## config.mk

```make
export PLATFORM = sky130hd
export DESIGN_NAME = utr_regs
export DESIGN_NICKNAME = d
export VERILOG_FILES = /design/src/design/utr_pkg.sv /design/src/design/utr_regs.sv /design/src/design/utr_store.sv
export SDC_FILE = /design/constraint.sdc
export NUM_CORES = 1
export LEC_CHECK = 0
export BUFFER_PORTS_ARGS = -buffer_cell sky130_fd_sc_hd__buf_4
export CORE_ASPECT_RATIO = 1.75
export CORE_UTILIZATION = 41
export DETAILED_ROUTE_END_ITERATION = 6
export GPL_TIMING_DRIVEN = 0
export PLACE_DENSITY = 0.67
export SYNTH_ARGS = -nofsm -noshare
export SYNTH_HDL_FRONTEND = slang
export SYNTH_SLANG_ARGS = --single-unit
```

## constraint.sdc

```tcl
create_clock -name CLOCK -period 3.45 [get_ports CLOCK]
set_input_delay 0.345 -clock CLOCK [delete_from_list [all_inputs] [get_ports CLOCK]]
set_output_delay 0.345 -clock CLOCK [all_outputs]
set_load 0.02 [all_outputs]
```

## src/design/utr_pkg.sv

```systemverilog
// package: register map, field layout and carrier types of the upstream tof result bank
package utr_pkg;

  // ==========================================================================
  // register map
  // ==========================================================================
  localparam logic [7:0] ADDR_WAVE_RATIO = 8'hC4;
  localparam logic [7:0] ADDR_HIT1_INT   = 8'hC5;
  localparam logic [7:0] ADDR_HIT1_FRAC  = 8'hC6;
  localparam logic [7:0] ADDR_HIT2_INT   = 8'hC7;
  localparam int         NUM_REGS        = 4;
  localparam int         IDX_W           = 2;

  // ==========================================================================
  // field layout
  // ==========================================================================
  localparam int          RATIO_W      = 8;
  localparam int          INT_W        = 15;
  localparam int          FRAC_W       = 16;
  localparam int          REG_W        = 16;
  localparam logic [15:0] REG_RESET    = 16'h0000;
  localparam logic [14:0] INT_CEILING  = 15'h7FFF;
  localparam logic [15:0] FRAC_CEILING = 16'hFFFF;
  localparam logic [15:0] UNMAPPED_RD  = 16'h0000;

  // one completed upstream measurement, as delivered by the engine
  typedef struct packed {
    logic [7:0]  ratio_t1_t2;
    logic [7:0]  ratio_t1_ideal;
    logic [14:0] hit1_int;
    logic [15:0] hit1_frac;
    logic [14:0] hit2_int;
  } utr_result_t;

  // host access on the serial port's internal register side
  typedef struct packed {
    logic       rd;
    logic       wr;
    logic [7:0] addr;
    logic [15:0] wdata;
  } utr_access_t;

endpackage

```

## src/design/utr_regs.sv

```systemverilog
// module: read-only upstream time-of-flight result register bank
`timescale 1ns/1ps
module utr_regs #(
  parameter int RATIO_W = utr_pkg::RATIO_W,
  parameter int INT_W   = utr_pkg::INT_W,
  parameter int FRAC_W  = utr_pkg::FRAC_W,
  parameter int REG_W   = utr_pkg::REG_W
) (
  input  wire logic                 CLOCK,
  input  wire logic                 RST,
  input  wire utr_pkg::utr_result_t RESULT,
  input  wire logic                 RESULT_VALID,
  input  wire utr_pkg::utr_access_t ACCESS,
  output logic [15:0]               RDATA,
  output logic                      RVALID,
  output logic                      WR_IGNORED
);

  // ==========================================================================
  // elaboration checks
  // ==========================================================================
  // the port structs fix every field width, so only the packaged widths fit
  if (RATIO_W != utr_pkg::RATIO_W || INT_W != utr_pkg::INT_W ||
      FRAC_W != utr_pkg::FRAC_W || REG_W != utr_pkg::REG_W) begin : g_bad_width
    $error("utr_regs: widths differ from the result struct");
  end
  if (2 * RATIO_W != REG_W || INT_W >= REG_W || FRAC_W > REG_W) begin : g_bad_pack
    $error("utr_regs: fields do not pack into one register word");
  end

  // ==========================================================================
  // packing of one measurement into register words
  // ==========================================================================
  // ratio bytes pass through unchanged: msb weight 1, lsb 1/128
  wire logic [REG_W-1:0] word_ratio = {RESULT.ratio_t1_t2, RESULT.ratio_t1_ideal};
  // top bit of integer words is unused and reads zero
  wire logic [REG_W-1:0] word_h1i   = REG_W'(RESULT.hit1_int);
  wire logic [REG_W-1:0] word_h1f   = REG_W'(RESULT.hit1_frac);
  wire logic [REG_W-1:0] word_h2i   = REG_W'(RESULT.hit2_int);
  wire logic [utr_pkg::NUM_REGS*REG_W-1:0] load_data = {word_h2i, word_h1f, word_h1i, word_ratio};

  // ==========================================================================
  // address decode
  // ==========================================================================
  wire logic       hit_c4  = (ACCESS.addr == utr_pkg::ADDR_WAVE_RATIO);
  wire logic       hit_c5  = (ACCESS.addr == utr_pkg::ADDR_HIT1_INT);
  wire logic       hit_c6  = (ACCESS.addr == utr_pkg::ADDR_HIT1_FRAC);
  wire logic       hit_c7  = (ACCESS.addr == utr_pkg::ADDR_HIT2_INT);
  wire logic       mapped  = hit_c4 | hit_c5 | hit_c6 | hit_c7;
  wire logic [1:0] rd_idx  = {hit_c6 | hit_c7, hit_c5 | hit_c7};
  wire logic       rd_req  = ACCESS.rd & ~ACCESS.wr;

  logic [15:0] store_q;
  logic        rd_pend_ff;
  logic        rd_map_ff;
  logic [15:0] rdata_ff;
  logic        rvalid_ff;
  logic        wr_ign_ff;

  // one shared edge loads all four words, so no torn reads are possible
  utr_store #(
    .DEPTH (utr_pkg::NUM_REGS),
    .AW    (utr_pkg::IDX_W),
    .W     (utr_pkg::REG_W)
  ) u_store (
    .clk        (CLOCK),
    .rst        (RST),
    .load       (RESULT_VALID),
    .load_data  (load_data),
    .rd_idx     (rd_idx),
    .rd_data_ff (store_q)
  );

  // ==========================================================================
  // read path: store output is registered, so answer comes two edges later
  // ==========================================================================
  wire logic        nxt_rd_map = rd_req & mapped;
  wire logic [15:0] nxt_answer = rd_map_ff ? store_q : utr_pkg::UNMAPPED_RD;
  // between answers the last word stays on the output
  wire logic [15:0] nxt_rdata  = rd_pend_ff ? nxt_answer : rdata_ff;

  always_ff @(posedge CLOCK) begin
    if (RST) begin
      rd_pend_ff <= 1'b0;
      rd_map_ff  <= 1'b0;
      rvalid_ff  <= 1'b0;
    end else begin
      rd_pend_ff <= rd_req;
      rd_map_ff  <= nxt_rd_map;
      rvalid_ff  <= rd_pend_ff;
    end
  end

  always_ff @(posedge CLOCK) begin
    if (RST) begin
      rdata_ff <= utr_pkg::REG_RESET;
    end else begin
      rdata_ff <= nxt_rdata;
    end
  end

  // writes never reach the store; flagged for the port logic only
  always_ff @(posedge CLOCK) begin
    if (RST) begin
      wr_ign_ff <= 1'b0;
    end else begin
      wr_ign_ff <= ACCESS.wr;
    end
  end

  assign RDATA      = rdata_ff;
  assign RVALID     = rvalid_ff;
  assign WR_IGNORED = wr_ign_ff;
endmodule

```

## src/design/utr_store.sv

```systemverilog
// module: small register-output store for the four result words
`timescale 1ns/1ps
module utr_store #(
  parameter int DEPTH = 4,
  parameter int AW    = 2,
  parameter int W     = 16
) (
  input  wire logic                 clk,
  input  wire logic                 rst,
  input  wire logic                 load,
  input  wire logic [DEPTH*W-1:0]   load_data,
  input  wire logic [AW-1:0]        rd_idx,
  output logic      [W-1:0]         rd_data_ff
);

  if (DEPTH < 1 || DEPTH > (1 << AW)) begin : g_bad_depth
    $error("utr_store: index too narrow for the depth");
  end

  logic [W-1:0] mem_ff [DEPTH];

  // ==========================================================================
  // storage, all words replaced in one edge
  // ==========================================================================
  for (genvar i = 0; i < DEPTH; i++) begin : g_word
    always_ff @(posedge clk) begin
      if (rst) begin
        mem_ff[i] <= W'(utr_pkg::REG_RESET);
      end else if (load) begin
        mem_ff[i] <= load_data[i*W +: W];
      end
    end
  end

  always_ff @(posedge clk) begin
    if (rst) begin
      rd_data_ff <= W'(utr_pkg::REG_RESET);
    end else begin
      rd_data_ff <= mem_ff[rd_idx];
    end
  end

endmodule

```

==> results.sh <==
export IMPL_status="completed"
export IMPL_place_hpwl_um=6310
export IMPL_overflow=0
export IMPL_regArea_um2=2580
export IMPL_ff2ff_setup_slack_ns=1.82
export IMPL_cts_resized_gates=0
export IMPL_place_ws_ns=0.668
export IMPL_dp_cells=537
export IMPL_rsz0062_at_grt="no"
export IMPL_max_freq_mhz=505
export IMPL_io_buffers=90
export IMPL_critPathLaunchType="primary input"
export IMPL_routed_wl_um=8520
export IMPL_gr_usage_met1_pct=18.5
export IMPL_holdCritStartpoint="ACCESS[24]"
export IMPL_crit_path_cell_trace="clkbuf_1, buf_1, or2_4"
export IMPL_clk_latency_ns=0.34
export IMPL_wl_per_cell_um=15.4
export IMPL_grt_pass1_wl_um=13700
export IMPL_stdcell_area_um2=5200
export IMPL_cts_tree="yes"
export IMPL_synth_most_common_cell="and2_1"
export IMPL_finalSetupViolCount=0
export IMPL_clockRootBuffer="clkbuf_16"
export IMPL_r2r_cells=5
export IMPL_reg2reg_to="RDATA[9]"
export IMPL_place_area_um2=4860
export IMPL_synth_top_area_share_pct=46.2
export IMPL_clk_pin_slew_worst_paths_ns=0.06
export IMPL_period_needed_ns=1.98
export IMPL_fin_worst_skew_ns=0.00565
export IMPL_top_usage_layer="met2"
export IMPL_maxSlewViolCount=0
export IMPL_whs_endpoint="rd_pend_ff"
export IMPL_crit_path_end_kind="register"
export IMPL_cts_sinks=98
export IMPL_final_nets=517
export IMPL_maxSlewHeadroom_pct=44.2
export IMPL_cts_setup_buffers=0
export IMPL_diodes=0
export IMPL_initial_core_util_pct=42.3
export IMPL_worstSetupPathType="primary input to register"
export IMPL_leakage_nw=2.05
export IMPL_period_share_pct=57.4
export IMPL_setup_ws_ns=1.47
export IMPL_core_um2=9530
export IMPL_cp_arrival_ns=1.95
export IMPL_holdWs_ns=0.177
export IMPL_crit_slowest_cell="or2_4"
export IMPL_powerDensity_nw_per_um2=510
export IMPL_cts_made_buffers=9
export IMPL_holdPathStages=2
export IMPL_final_util_pct=54.6
export IMPL_ys_ff_latch=98
export IMPL_use_met2_pct=32.7
export IMPL_gp_congestion=0.823
export IMPL_dieArea_um2=10200
export IMPL_syn2layout_area_growth_pct=28.9
export IMPL_drv_cap=0
export IMPL_antenna_found_initial=0
export IMPL_syn_inst=325
export IMPL_grt_max_degree=63
export IMPL_ys_seq_area_share_pct=64.1
export IMPL_fin_tns_setup_ns=0
export IMPL_antenna_left=0
export IMPL_final_layout_size_suffix_gt1_share_pct=29.0
export IMPL_r2r_start="rd_pend_ff"
export IMPL_synth_area_um2=4030
export IMPL_vias=2736
export IMPL_yosys_area_top_type="edfxtp_1"
export IMPL_groute_usage_overall_pct=17.7
export IMPL_cts_hold_fix_buffers=0
export IMPL_worstMarginPinSlew_ns=0.837
export IMPL_ios=109
export IMPL_use_met3_pct=2.74
export IMPL_dieHeight_um=133
export IMPL_first_global_vias=2849
export IMPL_fin_cells=553
export IMPL_hold_viol=0
export IMPL_async_reset_ff_share_pct=0
export IMPL_fillers=855
export IMPL_die_w_um=77.0
export IMPL_synthTopCellsByCount="63 x and2_1, 62 x edfxtp_1, 36 x dfxtp_1"
export IMPL_yosys_top_cells_area="edfxtp_1 46%, dfxtp_1 18%, and2_1 9.8%, mux2_2 4.2%, nor4b_1 3.3%"
export IMPL_synth_warning_count=0
export IMPL_min_path_type="primary input to register"
export IMPL_finalPower_mw=2.65
export IMPL_worstPathRequired_ns=3.42
export IMPL_syn_nets=416
export IMPL_slowest_delay_ns=0.74
export IMPL_multi_input_area_um2=1290
export IMPL_drcViolationCount=0
export IMPL_synth_ff_type="edfxtp_1"
export IMPL_clockBufferDepth=2
export IMPL_avgSynthCellArea_um2=12.4
export IMPL_htreeDepth=3
export IMPL_synth_edff_count=62
export IMPL_synth_cell_types=26
export IMPL_rows=47
export IMPL_viasPerCell=4.95
export IMPL_drt_pass1_iter_count=4
export IMPL_drt_iter0_drc=131
export IMPL_crit_fanout=62
export IMPL_worst_ir_drop_vdd_mv=0.420
-- power by group --
part | leakage (nW) | switching, mW | internal, mW
Combinational | 0.934 | 0.0895 | 0.102
Clock | 0.160 | 0.409 | 0.707
Sequential | 0.960 | 0.0212 | 1.32
Total | 2.05 | 0.520 | 2.13
-- kinds of logic (layout without fill, tap and decap cells) --
group	Yosys count	in the layout	synth area share (%)
flops	98	98	64.1
simple gates	139	139	21.7
compound gates	33	33	5.96
mux	15	15	4.19
buf+inv	40	146	4.10
-- placed cells by master, fill, tap and decap left out, types with 15 or more instances in the layout --
cell type  count
inv_1         15
nor2_1        16
mux2_2        15
nor4_1        15
edfxtp_1      62
dfxtp_1       36
buf_4         90
clkbuf_1      24
nor2b_1       18
nor4b_1       15
and2_1        63
a21oi_1       16
-- area by class of cell --
| class | instances | share of cell area [%] |
|---|---|---|
| Inverter | 15 | 1.08 |
| Clock inverter | 5 | 1.97 |
| Sequential cell | 98 | 49.7 |
| Tap cell | 122 | 2.94 |
| Clock buffer | 11 | 4.48 |
| Multi-Input combinational cell | 187 | 24.7 |
| Buffer | 25 | 2.09 |
| Timing Repair Buffer | 90 | 13.0 |
-- critical path: cells and delay by family --
kind                   cells  cell delay, ns
AND/OR/NAND/NOR            1            0.74
buffers and inverters      2            0.80
-- worst max path at each step --
stage	slack (ns)	end	startpoint	cells past startpoint
global route	1.28	u_store.mem_ff[1][1]	RST	3
global placement	0.71	u_store.mem_ff[1][10]	RST	3
floorplan	1.30	u_store.mem_ff[0][0]	RST	3
detailed placement	0.67	u_store.mem_ff[3][11]	RST	3
CTS	1.02	u_store.mem_ff[1][11]	RST	3
finish	1.47	u_store.mem_ff[2][15]	RST	3
-- state kept, by name, indices dropped and copies added, names as in the netlist --
name,flops
WR_IGNORED,1
u_store.mem_ff,62
u_store.rd_data_ff,16
rd_map_ff,1
RVALID,1
rd_pend_ff,1
RDATA,16
-- layer usage --
metal	part of all wire (%)	wire length, µm	vias up
met5	0	0	-
met4	3.1	266	0
met3	4.2	357	17
met2	55	4700	79
met1	37	3190	1279
li1	-	-	1361
Note: power is estimated with default switching activity, not from simulation.
